[config.mk]
export PLATFORM = sky130hd
export DESIGN_NAME = spic_top
export DESIGN_NICKNAME = d
export VERILOG_FILES = /design/src/core/spic_pkg.sv /design/src/core/spic_reg_mem.sv /design/src/core/spic_top.sv
export VERILOG_INCLUDE_DIRS = /design/src /design/src/core
export SDC_FILE = /design/constraint.sdc
export NUM_CORES = 1
export LEC_CHECK = 0
export ABC_AREA = 1
export BUFFER_PORTS_ARGS = -buffer_cell sky130_fd_sc_hd__buf_4
export CORE_MARGIN = 10
export CORE_UTILIZATION = 45
export DETAILED_ROUTE_END_ITERATION = 10
export GPL_ROUTABILITY_DRIVEN = 0
export HOLD_SLACK_MARGIN = 0.12
export MAX_ROUTING_LAYER = met4
export PLACE_DENSITY = 0.66
export SLEW_MARGIN = 20
export SYNTH_ARGS = -nofsm -noshare
export SYNTH_HDL_FRONTEND = slang
export SYNTH_SLANG_ARGS = --single-unit
[constraint.sdc]
create_clock -name clk_sys -period 7.7 [get_ports clk_sys]
set_input_delay 1.54 -clock clk_sys [delete_from_list [all_inputs] [get_ports clk_sys]]
set_output_delay 1.54 -clock clk_sys [all_outputs]
set_load 0.01 [all_outputs]
[src/core/spic_defines.svh]
// Notes on behaviour
// - Parallel or serial-only mode: CPU port register bits 5:0 do nothing; only 7:6 act.
// - Spanning state 00/01 drop, 10 drops but learns, 11 forwards and learns (default).
// - Serial+MII: bit 0 clear enables flow control; bit 5 then stops pause sending only.
// - Serial+MII: speed bit clear gives 100 Mbps, set gives 10 Mbps.
// - Bit 3 forces the CPU MII port up or down; up uses bits 2:0.
// - Untagged filter bit drops untagged frames, or security option handles them.
// - Tagged filter bit drops tagged frames, or security option handles them.
// - Bit 2 set stops source address learning on the port.
// - Bit 3 picks rate refresh period: 10 us when clear, 1 ms when set.
// - Bit 4 forces egress VLAN tag in tag-based mode; zero in port mode.
// - Bit 5 keeps VLAN tags unchanged, overriding the per-VLAN tag handling bit.
// - Violation: secure address on wrong port, or learning-off port with unknown/foreign address.
// - An entry is secure when static and its address bit 0 is one.
// - Address violations: 00 forward, 01 discard, 10 forward plus CPU, 11 CPU only.
// - Filtered untagged, filtered tagged, source-listed and destination-listed frames also violate.
// - Filter violations: security upper bit zero discards, one sends to CPU.
// - Second register per port at CPU base+2n and two-wire base+n, both read/write.
`ifndef SPIC_DEFINES_SVH
`define SPIC_DEFINES_SVH

// ----------------------------------------------------------------
// Register addresses
// ----------------------------------------------------------------
`define SPIC_CPU_ECR2_BASE   16'h0001
`define SPIC_TWI_ECR2_BASE   12'h00a
`define SPIC_CPU_LINK_ADDR   16'h0010
`define SPIC_TWI_LINK_ADDR   12'h008

// ----------------------------------------------------------------
// Reset values
// ----------------------------------------------------------------
`define SPIC_LINK_RST        8'hd0
`define SPIC_ECR2_RST        8'h00

// ----------------------------------------------------------------
// Field positions, CPU port link register
// ----------------------------------------------------------------
`define SPIC_L_FC_DIS        0
`define SPIC_L_HALF          1
`define SPIC_L_SPD10         2
`define SPIC_L_UP            3
`define SPIC_L_ASYM          5
`define SPIC_L_STP_HI        7
`define SPIC_L_STP_LO        6

// ----------------------------------------------------------------
// Field positions, ingress filter register
// ----------------------------------------------------------------
`define SPIC_F_UNTAG         0
`define SPIC_F_TAG           1
`define SPIC_F_NOLEARN       2
`define SPIC_F_RATE1MS       3
`define SPIC_F_FORCETAG      4
`define SPIC_F_KEEPTAG       5
`define SPIC_F_SEC_HI        7
`define SPIC_F_SEC_LO        6

// ----------------------------------------------------------------
// Timing
// ----------------------------------------------------------------
`define SPIC_CLK_MHZ         200
`define SPIC_T_SHORT_US      10
`define SPIC_T_LONG_MS       1

`endif

[src/core/spic_pkg.sv]
package spic_pkg;

   typedef enum logic [1:0]
   {
      SPIC_STP_BLOCK  = 2'h0,
      SPIC_STP_LISTEN = 2'h1,
      SPIC_STP_LEARN  = 2'h2,
      SPIC_STP_FWD    = 2'h3
   } spic_stp_type;

   typedef enum logic [1:0]
   {
      SPIC_SEC_OFF     = 2'h0,
      SPIC_SEC_DISCARD = 2'h1,
      SPIC_SEC_COPY    = 2'h2,
      SPIC_SEC_CPU     = 2'h3
   } spic_sec_type;

   typedef enum logic [1:0]
   {
      SPIC_RSEL_NONE = 2'h0,
      SPIC_RSEL_MEM  = 2'h1,
      SPIC_RSEL_LINK = 2'h2
   } spic_rsel_type;

endpackage : spic_pkg

[src/core/spic_reg_mem.sv]
`timescale 1ns/1ps
`include "spic_defines.svh"

module spic_reg_mem #(
   parameter int N  = 10,
   parameter int AW = 4
) (
   // Clock and reset
   input  wire logic                 clk_sys,
   input  wire logic                 rst,
   // Write port A, wins on the same entry
   input  wire logic                 wa_en,
   input  wire logic [AW-1:0]        wa_addr,
   input  wire logic [7:0]           wa_data,
   // Write port B
   input  wire logic                 wb_en,
   input  wire logic [AW-1:0]        wb_addr,
   input  wire logic [7:0]           wb_data,
   // Read ports, data registered
   input  wire logic [AW-1:0]        ra_addr,
   output logic      [7:0]           ra_data,
   input  wire logic [AW-1:0]        rb_addr,
   output logic      [7:0]           rb_data,
   // Whole contents for the frame logic
   output logic      [N-1:0][7:0]    cfg_all
);

   logic [N-1:0][7:0] mem_r;
   logic [N-1:0][7:0] mem_nxt;
   logic [7:0]        ra_nxt;
   logic [7:0]        rb_nxt;

   genvar gi;
   generate
      for (gi = 0; gi < N; gi++)
      begin : g_ent
         always_comb
         begin
            mem_nxt[gi] = mem_r[gi];
            if (wb_en && (wb_addr == AW'(gi)))
               mem_nxt[gi] = wb_data;
            if (wa_en && (wa_addr == AW'(gi)))
               mem_nxt[gi] = wa_data;
         end
      end
   endgenerate

   always_comb
   begin
      ra_nxt = 8'h00;
      rb_nxt = 8'h00;
      if (32'(ra_addr) < N)
         ra_nxt = mem_r[ra_addr];
      if (32'(rb_addr) < N)
         rb_nxt = mem_r[rb_addr];
   end

   always_ff @(posedge clk_sys)
   begin
      if (rst)
      begin
         mem_r   <= {N{`SPIC_ECR2_RST}};
         ra_data <= 8'h00;
         rb_data <= 8'h00;
      end
      else
      begin
         mem_r   <= mem_nxt;
         ra_data <= ra_nxt;
         rb_data <= rb_nxt;
      end
   end

   assign cfg_all = mem_r;

endmodule : spic_reg_mem

[src/core/spic_top.sv]
`timescale 1ns/1ps
`include "spic_defines.svh"

module spic_top #(
   parameter int NPORTS   = 10,
   parameter int CPU_PORT = 8,
   parameter int PW       = 4,
   parameter int LONG_CYC = `SPIC_T_LONG_MS * 1000 * `SPIC_CLK_MHZ
) (
   // Clock and reset
   input  wire logic                 clk_sys,
   input  wire logic                 rst,
   // Configuration levels
   input  wire logic                 mgmt_mii_mode,
   input  wire logic                 vlan_mode_select,
   // CPU register access
   input  wire logic [15:0]          cpu_addr,
   input  wire logic                 cpu_wr,
   input  wire logic                 cpu_rd,
   input  wire logic [7:0]           cpu_wdata,
   output logic      [7:0]           cpu_rdata,
   output logic                      cpu_rvalid,
   // Two-wire register access
   input  wire logic [11:0]          twi_addr,
   input  wire logic                 twi_wr,
   input  wire logic                 twi_rd,
   input  wire logic [7:0]           twi_wdata,
   output logic      [7:0]           twi_rdata,
   output logic                      twi_rvalid,
   // Frame descriptor
   input  wire logic                 frm_valid,
   input  wire logic [PW-1:0]        frm_port,
   input  wire logic                 frm_tagged,
   input  wire logic                 sa_found,
   input  wire logic                 sa_static,
   input  wire logic                 sa_secure_bit,
   input  wire logic [PW-1:0]        sa_port,
   input  wire logic                 sa_filter_hit,
   input  wire logic                 da_filter_hit,
   input  wire logic                 per_vlan_map_word3_tag,
   // Frame verdict
   output logic                      vd_valid,
   output logic                      vd_forward,
   output logic                      vd_to_cpu,
   output logic                      vd_learn,
   output logic                      vd_violation,
   output logic                      vd_force_tag,
   output logic                      vd_tag_edit,
   // CPU MII port setup
   output logic                      cpu_link_up,
   output logic                      cpu_speed_10,
   output logic                      cpu_full_duplex,
   output logic                      cpu_pause_tx_en,
   output logic                      cpu_pause_rx_en,
   output logic                      cpu_fwd_en,
   output logic                      cpu_learn_en,
   // Rate control refresh ticks
   output logic      [NPORTS-1:0]    rate_refresh
);

   localparam int SHORT_CYC = `SPIC_T_SHORT_US * `SPIC_CLK_MHZ;
   // Both dividers share one width, so it must hold the larger period
   localparam int CW        = $clog2(((LONG_CYC > SHORT_CYC) ? LONG_CYC : SHORT_CYC) + 1);

   // ----------------------------------------------------------------
   // Address decode
   // ----------------------------------------------------------------
   function automatic logic [PW:0] cpu_dec(input logic [15:0] a);
      logic [15:0] d;
      d = a - `SPIC_CPU_ECR2_BASE;
      cpu_dec = {1'b0, d[PW:1]};
      if ((a >= `SPIC_CPU_ECR2_BASE) && !d[0] && (32'(d[15:1]) < NPORTS))
         cpu_dec[PW] = 1'b1;
   endfunction : cpu_dec

   function automatic logic [PW:0] twi_dec(input logic [11:0] a);
      logic [11:0] d;
      d = a - `SPIC_TWI_ECR2_BASE;
      twi_dec = {1'b0, d[PW-1:0]};
      if ((a >= `SPIC_TWI_ECR2_BASE) && (32'(d) < NPORTS))
         twi_dec[PW] = 1'b1;
   endfunction : twi_dec

   logic [PW:0] cpu_hit;
   logic [PW:0] twi_hit;
   logic        cpu_link_hit;
   logic        twi_link_hit;

   assign cpu_hit      = cpu_dec(cpu_addr);
   assign twi_hit      = twi_dec(twi_addr);
   assign cpu_link_hit = (cpu_addr == `SPIC_CPU_LINK_ADDR);
   assign twi_link_hit = (twi_addr == `SPIC_TWI_LINK_ADDR);

   // ----------------------------------------------------------------
   // Register storage
   // ----------------------------------------------------------------
   logic [NPORTS-1:0][7:0] cfg_all;
   logic [7:0]             mem_cpu_rd;
   logic [7:0]             mem_twi_rd;
   logic [7:0]             link_r;
   logic [7:0]             link_nxt;

   spic_reg_mem #(
      .N  (NPORTS),
      .AW (PW)
   ) u_mem (
      .clk_sys (clk_sys),
      .rst     (rst),
      .wa_en   (cpu_wr & cpu_hit[PW]),
      .wa_addr (cpu_hit[PW-1:0]),
      .wa_data (cpu_wdata),
      .wb_en   (twi_wr & twi_hit[PW]),
      .wb_addr (twi_hit[PW-1:0]),
      .wb_data (twi_wdata),
      .ra_addr (cpu_hit[PW-1:0]),
      .ra_data (mem_cpu_rd),
      .rb_addr (twi_hit[PW-1:0]),
      .rb_data (mem_twi_rd),
      .cfg_all (cfg_all)
   );

   // CPU write wins when both sides hit the same register
   always_comb
   begin
      link_nxt = link_r;
      if (twi_wr && twi_link_hit)
         link_nxt = twi_wdata;
      if (cpu_wr && cpu_link_hit)
         link_nxt = cpu_wdata;
   end

   always_ff @(posedge clk_sys)
   begin
      if (rst)
         link_r <= `SPIC_LINK_RST;
      else
         link_r <= link_nxt;
   end

   // ----------------------------------------------------------------
   // Read pipeline, two cycles
   // ----------------------------------------------------------------
   spic_pkg::spic_rsel_type cpu_sel_r;
   spic_pkg::spic_rsel_type cpu_sel_nxt;
   spic_pkg::spic_rsel_type twi_sel_r;
   spic_pkg::spic_rsel_type twi_sel_nxt;
   logic                    cpu_rd1_r;
   logic                    twi_rd1_r;
   logic [7:0]              cpu_rdata_nxt;
   logic [7:0]              twi_rdata_nxt;

   always_comb
   begin
      cpu_sel_nxt = spic_pkg::SPIC_RSEL_NONE;
      twi_sel_nxt = spic_pkg::SPIC_RSEL_NONE;
      if (cpu_hit[PW])
         cpu_sel_nxt = spic_pkg::SPIC_RSEL_MEM;
      else if (cpu_link_hit)
         cpu_sel_nxt = spic_pkg::SPIC_RSEL_LINK;
      if (twi_hit[PW])
         twi_sel_nxt = spic_pkg::SPIC_RSEL_MEM;
      else if (twi_link_hit)
         twi_sel_nxt = spic_pkg::SPIC_RSEL_LINK;
      case (cpu_sel_r)
         spic_pkg::SPIC_RSEL_MEM:  cpu_rdata_nxt = mem_cpu_rd;
         spic_pkg::SPIC_RSEL_LINK: cpu_rdata_nxt = link_r;
         default:                  cpu_rdata_nxt = 8'h00;
      endcase
      case (twi_sel_r)
         spic_pkg::SPIC_RSEL_MEM:  twi_rdata_nxt = mem_twi_rd;
         spic_pkg::SPIC_RSEL_LINK: twi_rdata_nxt = link_r;
         default:                  twi_rdata_nxt = 8'h00;
      endcase
   end

   always_ff @(posedge clk_sys)
   begin
      if (rst)
      begin
         cpu_sel_r  <= spic_pkg::SPIC_RSEL_NONE;
         twi_sel_r  <= spic_pkg::SPIC_RSEL_NONE;
         cpu_rd1_r  <= 1'b0;
         twi_rd1_r  <= 1'b0;
         cpu_rdata  <= 8'h00;
         twi_rdata  <= 8'h00;
         cpu_rvalid <= 1'b0;
         twi_rvalid <= 1'b0;
      end
      else
      begin
         cpu_sel_r  <= cpu_sel_nxt;
         twi_sel_r  <= twi_sel_nxt;
         cpu_rd1_r  <= cpu_rd;
         twi_rd1_r  <= twi_rd;
         cpu_rdata  <= cpu_rd1_r ? cpu_rdata_nxt : cpu_rdata;
         twi_rdata  <= twi_rd1_r ? twi_rdata_nxt : twi_rdata;
         cpu_rvalid <= cpu_rd1_r;
         twi_rvalid <= twi_rd1_r;
      end
   end

   // ----------------------------------------------------------------
   // CPU port link and spanning state
   // ----------------------------------------------------------------
   spic_pkg::spic_stp_type stp;
   logic [6:0]             mii_nxt;
   logic [6:0]             mii_r;

   assign stp = spic_pkg::spic_stp_type'(link_r[`SPIC_L_STP_HI:`SPIC_L_STP_LO]);

   always_comb
   begin
      mii_nxt    = 7'h00;
      mii_nxt[5] = (stp == spic_pkg::SPIC_STP_FWD);
      mii_nxt[6] = (stp == spic_pkg::SPIC_STP_FWD) || (stp == spic_pkg::SPIC_STP_LEARN);
      // Low bits only act with the MII attached
      if (mgmt_mii_mode && link_r[`SPIC_L_UP])
      begin
         mii_nxt[0] = 1'b1;
         mii_nxt[1] = link_r[`SPIC_L_SPD10];
         mii_nxt[2] = !link_r[`SPIC_L_HALF];
         mii_nxt[3] = !link_r[`SPIC_L_FC_DIS] && !link_r[`SPIC_L_ASYM];
         mii_nxt[4] = !link_r[`SPIC_L_FC_DIS];
      end
   end

   always_ff @(posedge clk_sys)
   begin
      if (rst)
         mii_r <= 7'h00;
      else
         mii_r <= mii_nxt;
   end

   assign cpu_link_up     = mii_r[0];
   assign cpu_speed_10    = mii_r[1];
   assign cpu_full_duplex = mii_r[2];
   assign cpu_pause_tx_en = mii_r[3];
   assign cpu_pause_rx_en = mii_r[4];
   assign cpu_fwd_en      = mii_r[5];
   assign cpu_learn_en    = mii_r[6];

   // ----------------------------------------------------------------
   // Rate refresh dividers
   // ----------------------------------------------------------------
   logic [CW-1:0]     cnt_s_r;
   logic [CW-1:0]     cnt_s_nxt;
   logic [CW-1:0]     cnt_l_r;
   logic [CW-1:0]     cnt_l_nxt;
   logic              tick_s;
   logic              tick_l;
   logic [NPORTS-1:0] refresh_nxt;

   assign tick_s = (cnt_s_r == CW'(SHORT_CYC - 1));
   assign tick_l = (cnt_l_r == CW'(LONG_CYC - 1));

   always_comb
   begin
      cnt_s_nxt = tick_s ? '0 : cnt_s_r + CW'(1);
      cnt_l_nxt = tick_l ? '0 : cnt_l_r + CW'(1);
   end

   genvar gp;
   generate
      for (gp = 0; gp < NPORTS; gp++)
      begin : g_rate
         assign refresh_nxt[gp] = cfg_all[gp][`SPIC_F_RATE1MS] ? tick_l : tick_s;
      end
   endgenerate

   always_ff @(posedge clk_sys)
   begin
      if (rst)
      begin
         cnt_s_r      <= '0;
         cnt_l_r      <= '0;
         rate_refresh <= '0;
      end
      else
      begin
         cnt_s_r      <= cnt_s_nxt;
         cnt_l_r      <= cnt_l_nxt;
         rate_refresh <= refresh_nxt;
      end
   end

   // ----------------------------------------------------------------
   // Frame verdict
   // ----------------------------------------------------------------
   logic [7:0]             cfg;
   spic_pkg::spic_sec_type sec;
   logic                   v_addr;
   logic                   v_filt;
   logic [6:0]             vd_nxt;
   logic [6:0]             vd_r;

   always_comb
   begin
      cfg = 8'h00;
      if (32'(frm_port) < NPORTS)
         cfg = cfg_all[frm_port];
      sec    = spic_pkg::spic_sec_type'(cfg[`SPIC_F_SEC_HI:`SPIC_F_SEC_LO]);
      v_addr = (sa_found && sa_static && sa_secure_bit && (sa_port != frm_port))
               || (cfg[`SPIC_F_NOLEARN] && (!sa_found || (sa_port != frm_port)));
      v_filt = (cfg[`SPIC_F_UNTAG] && !frm_tagged)
               || (cfg[`SPIC_F_TAG] && frm_tagged)
               || sa_filter_hit || da_filter_hit;
      vd_nxt    = 7'h00;
      vd_nxt[0] = frm_valid;
      vd_nxt[1] = 1'b1;
      vd_nxt[3] = !cfg[`SPIC_F_NOLEARN];
      vd_nxt[4] = v_addr || v_filt;
      vd_nxt[5] = cfg[`SPIC_F_FORCETAG] && vlan_mode_select;
      vd_nxt[6] = per_vlan_map_word3_tag && !cfg[`SPIC_F_KEEPTAG];
      if (v_filt)
      begin
         vd_nxt[1] = 1'b0;
         vd_nxt[2] = cfg[`SPIC_F_SEC_HI];
      end
      else if (v_addr)
      begin
         case (sec)
            spic_pkg::SPIC_SEC_DISCARD: vd_nxt[1] = 1'b0;
            spic_pkg::SPIC_SEC_COPY:    vd_nxt[2] = 1'b1;
            spic_pkg::SPIC_SEC_CPU:
            begin
               vd_nxt[1] = 1'b0;
               vd_nxt[2] = 1'b1;
            end
            default:                    vd_nxt[1] = 1'b1;
         endcase
      end
      // CPU port spanning state gates its own ingress
      if (32'(frm_port) == CPU_PORT)
      begin
         if (!mii_nxt[5])
         begin
            vd_nxt[1] = 1'b0;
            vd_nxt[2] = 1'b0;
         end
         vd_nxt[3] = vd_nxt[3] && mii_nxt[6];
      end
      if (!frm_valid)
         vd_nxt = 7'h00;
   end

   always_ff @(posedge clk_sys)
   begin
      if (rst)
         vd_r <= 7'h00;
      else
         vd_r <= vd_nxt;
   end

   assign vd_valid     = vd_r[0];
   assign vd_forward   = vd_r[1];
   assign vd_to_cpu    = vd_r[2];
   assign vd_learn     = vd_r[3];
   assign vd_violation = vd_r[4];
   assign vd_force_tag = vd_r[5];
   assign vd_tag_edit  = vd_r[6];

endmodule : spic_top

==> flow_summary_export.csv <==
group,metric,value,unit
drt,drc,0,
critical_path,critPathCaptureType,"register",
timing,hold_viol_final,0,
synthesis,synth_ff_type,"dfxtp_1",
finish,drive_above_1_share,0.0995,
finish,regArea,3760,um^2
min_path,whs_endpoint,"mii_r[3]$_SDFF_PP0_",
timing,slew_headroom,0.338,
clock_tree,clockBufferDepth,2,
clock_tree,insertion_delay,450,ps
finish,multi_input_area,6430,um^2
grt,antenna_found_initial,0,
pwr,p_per_area,165,nW/um^2
clock_tree,postCtsSetupBuffers,0,
synthesis,ys_seq_area_frac,0.335,
clock_tree,holdBufCountCts,0,
die,placementRows,57,
grt,grt_pass1_vias,11354,
die,core_region_area,24400,um^2
finish,nFillCells,2458,
finish,syn2layout_area_growth,14.0,%
drt,drtAntennaViolNets,0,
timing,rsz0062_at_grt,"no",
die,die_w,178,um
timing,report.final.setup_viol,0,
die,die_area,31600,um^2
synthesis,synth.most_common_cell,"nand2_1",
clock_tree,clock-sinks,188,
min_path,min_path_type,"reg -> reg",
synthesis,synth_area_leaders,"dfxtp_1 34%, nand2_1 19%, a21oi_1 6.2%",
critical_path,cp.arrival,4500,ps
clock_tree,cts_resized,0,
clock_tree,clk_pin_slew,80,ps
synthesis,syn_inst,1791,
critical_path,startpoint_type,"primary input",
clock_tree,cts_tree,"done",
synthesis,async_flop_share,0,
timing,finalCritPeriodShare,0.546,
place,numPortBuffers,109,
timing,skew,12.3,ps
drt,dr.pass1.iters,6,
synthesis,synth_nets,1868,
synthesis,synth_top_area_frac,0.335,
run,maxCapViolations,0,
place,dpl_cell_area,12200,um^2
drt,wl_per_cell,19.0,um
grt,grt_usage,0.263,
synthesis,yosysTopAreaCell,"dfxtp_1",
finish,final_area,12800,um^2
critical_path,critPathMaxFanout,14,
critical_path,rr_worst_depth,10,
synthesis,synth_area,11200,um^2
finish,nets,1914,
die,die_h,178,um
finish,diodes,0,
clock_tree,htreeDepth,4,
critical_path,rrSetupSlack,5200,ps
timing,finalSetupTns,0,ps
critical_path,r2r_start,"cnt_s_r[1]$_SDFF_PP0_",
critical_path,rr_endpoint,"cnt_s_r[13]$_SDFF_PP0_",
grt,grt_overflow,0,
min_path,hold_start,"link_r[5]$_SDFFE_PP0P_",
grt,grt_first_pass_wirelength,64.4,mm
grt,grt_max_degree,67,
synthesis,yosysWarningCount,0,
drt,first_iter_violations,1797,
timing,finalCriticalPeriod,4210,ps
timing,worstMarginPinSlew,989,ps
place,hpwlAfterDp,29.2,mm
synthesis,synthTopCellsByCount,"568 x nand2_1, 188 x dfxtp_1, 167 x inv_1",
die,io_pins,110,
die,start_util,0.460,
synthesis,ys_types,39,
critical_path,required,7990,ps
clock_tree,numCtsBuffers,17,
drt,viasPerCell,5.78,
drt,num_vias,12555,
pwr,peakVddDrop,0.0989,mV
synthesis,synth-edff-count,0,
drt,finalWirelength,41.2,mm
timing,maxSlewViolCount,0,
synthesis,ys_seq_elements,188,
critical_path,worstSetupPathType,"in -> reg",
pwr,total_leakage_power,5.09,nW
pwr,p_total,2.11,mW
clock_tree,cts_root_buffer,"clkbuf_16",
synthesis,avgSynthCellArea,6.26,um^2
timing,max_freq,238,MHz
status,outcome,"finished, final reports clean",
min_path,worstHoldPathCells,1,
-- sequential cells by signal (all words and copies together) (netlist names) --
| register | count |
|---|---|
| cnt_s_r | 18 |
| twi_sel_r | 2 |
| cpu_rdata | 8 |
| mii_r | 7 |
| cpu_rvalid | 1 |
| cpu_rd1_r | 1 |
| link_r | 8 |
| u_mem.cfg_all | 80 |
| cnt_l_r | 18 |
| twi_rdata | 8 |
| twi_rvalid | 1 |
| u_mem.ra_data | 8 |
| cpu_sel_r | 2 |
| twi_rd1_r | 1 |
| rate_refresh | 10 |
| vd_r | 7 |
| u_mem.rb_data | 8 |
-- cell families after synthesis --
kind of cell    share of synthesized area
mux                               0.00178
compound gates                      0.155
flops                               0.335
simple gates                        0.397
fa+ha+maj                          0.0100
xor+xnor                          0.00859
buf+inv                            0.0928
-- placed cells by master, fill, tap and decap left out, drive strengths merged, types with 7 or more instances in the layout --
master | Yosys | routed
o2111ai | 27 | 27
nand2 | 568 | 568
nand3 | 135 | 135
o21ai | 76 | 76
inv | 167 | 174
clkinv | 10 | 16
clkbuf | 73 | 18
nor2 | 172 | 172
o211ai | 10 | 10
a22oi | 9 | 9
dfxtp | 188 | 188
a21oi | 138 | 138
nor3 | 11 | 11
nand4 | 106 | 106
a31oi | 7 | 7
a41oi | 7 | 7
nor4 | 7 | 7
ha | 9 | 9
a211oi | 10 | 10
buf | 21 | 121
xor2 | 9 | 9
-- routing by layer --
layer | track usage | up-vias | share of wire
met4 | 0.0900 | 0 | 0.035
li1 | - | 6068 | -
met5 | - | - | 0
met1 | 0.340 | 5673 | 0.42
met3 | 0.0635 | 133 | 0.11
met2 | 0.392 | 681 | 0.43
-- critical path, stage by stage --
cell and delay (ps):
buf_4 120, inv_1 80, ha_1 190, inv_1 50, nand2_1 50, nand2_1 110
nor2_1 110, buf_4 230, inv_1 170, nor2_1 790, nand4_1 580, nand2_1 260
nor2_1 60, nor2_1 80, nor2_1 60
-- power by group --
group | leakage (nW) | total [mW] | internal (mW) | switching (mW)
Sequential | 1.52 | 0.979 | 0.977 | 0.00247
Combinational | 3.28 | 0.233 | 0.0585 | 0.174
Clock | 0.293 | 0.902 | 0.448 | 0.453
Total | 5.09 | 2.11 | 1.48 | 0.630
-- final cells by class --
| class | instances | area share |
|---|---|---|
| tap | 324 | 0.0317 |
| multi-input combinational | 1332 | 0.503 |
| sequential | 188 | 0.294 |
| clock inverter | 14 | 0.0130 |
| inverter | 177 | 0.0519 |
| timing repair buffer | 121 | 0.0720 |
| clock buffer | 18 | 0.0343 |
-- stage by stage --
stage / std cells / util / worst slack [ps] / hold WS (ps)
2_1_floorplan: 1791 / - / 4050 / 393
3_5_place_dp: 2142 / 0.500 / 3240 / 409
3_3_place_gp: 2142 / 0.500 / 3180 / 405
4_1_cts: 2174 / 0.525 / 3680 / 421
6_report: 2174 / 0.525 / 3490 / 416
5_1_grt: 2174 / 0.525 / 3340 / 434
-- how the worst max path moves through the flow --
stage / endpoint / startpoint / slack (ps)
2_1_floorplan: u_mem.cfg_all[67]$_SDFFE_PP0P_ / twi_addr[1] / 4050
3_5_place_dp: u_mem.cfg_all[67]$_SDFFE_PP0P_ / cpu_addr[0] / 3240
3_3_place_gp: u_mem.cfg_all[70]$_SDFFE_PP0P_ / cpu_addr[0] / 3180
4_1_cts: u_mem.cfg_all[67]$_SDFFE_PP0P_ / cpu_addr[0] / 3680
5_1_grt: u_mem.cfg_all[67]$_SDFFE_PP0P_ / cpu_addr[0] / 3340
6_report: u_mem.cfg_all[67]$_SDFFE_PP0P_ / cpu_addr[0] / 3490
(Power assumes the default switching activity.)
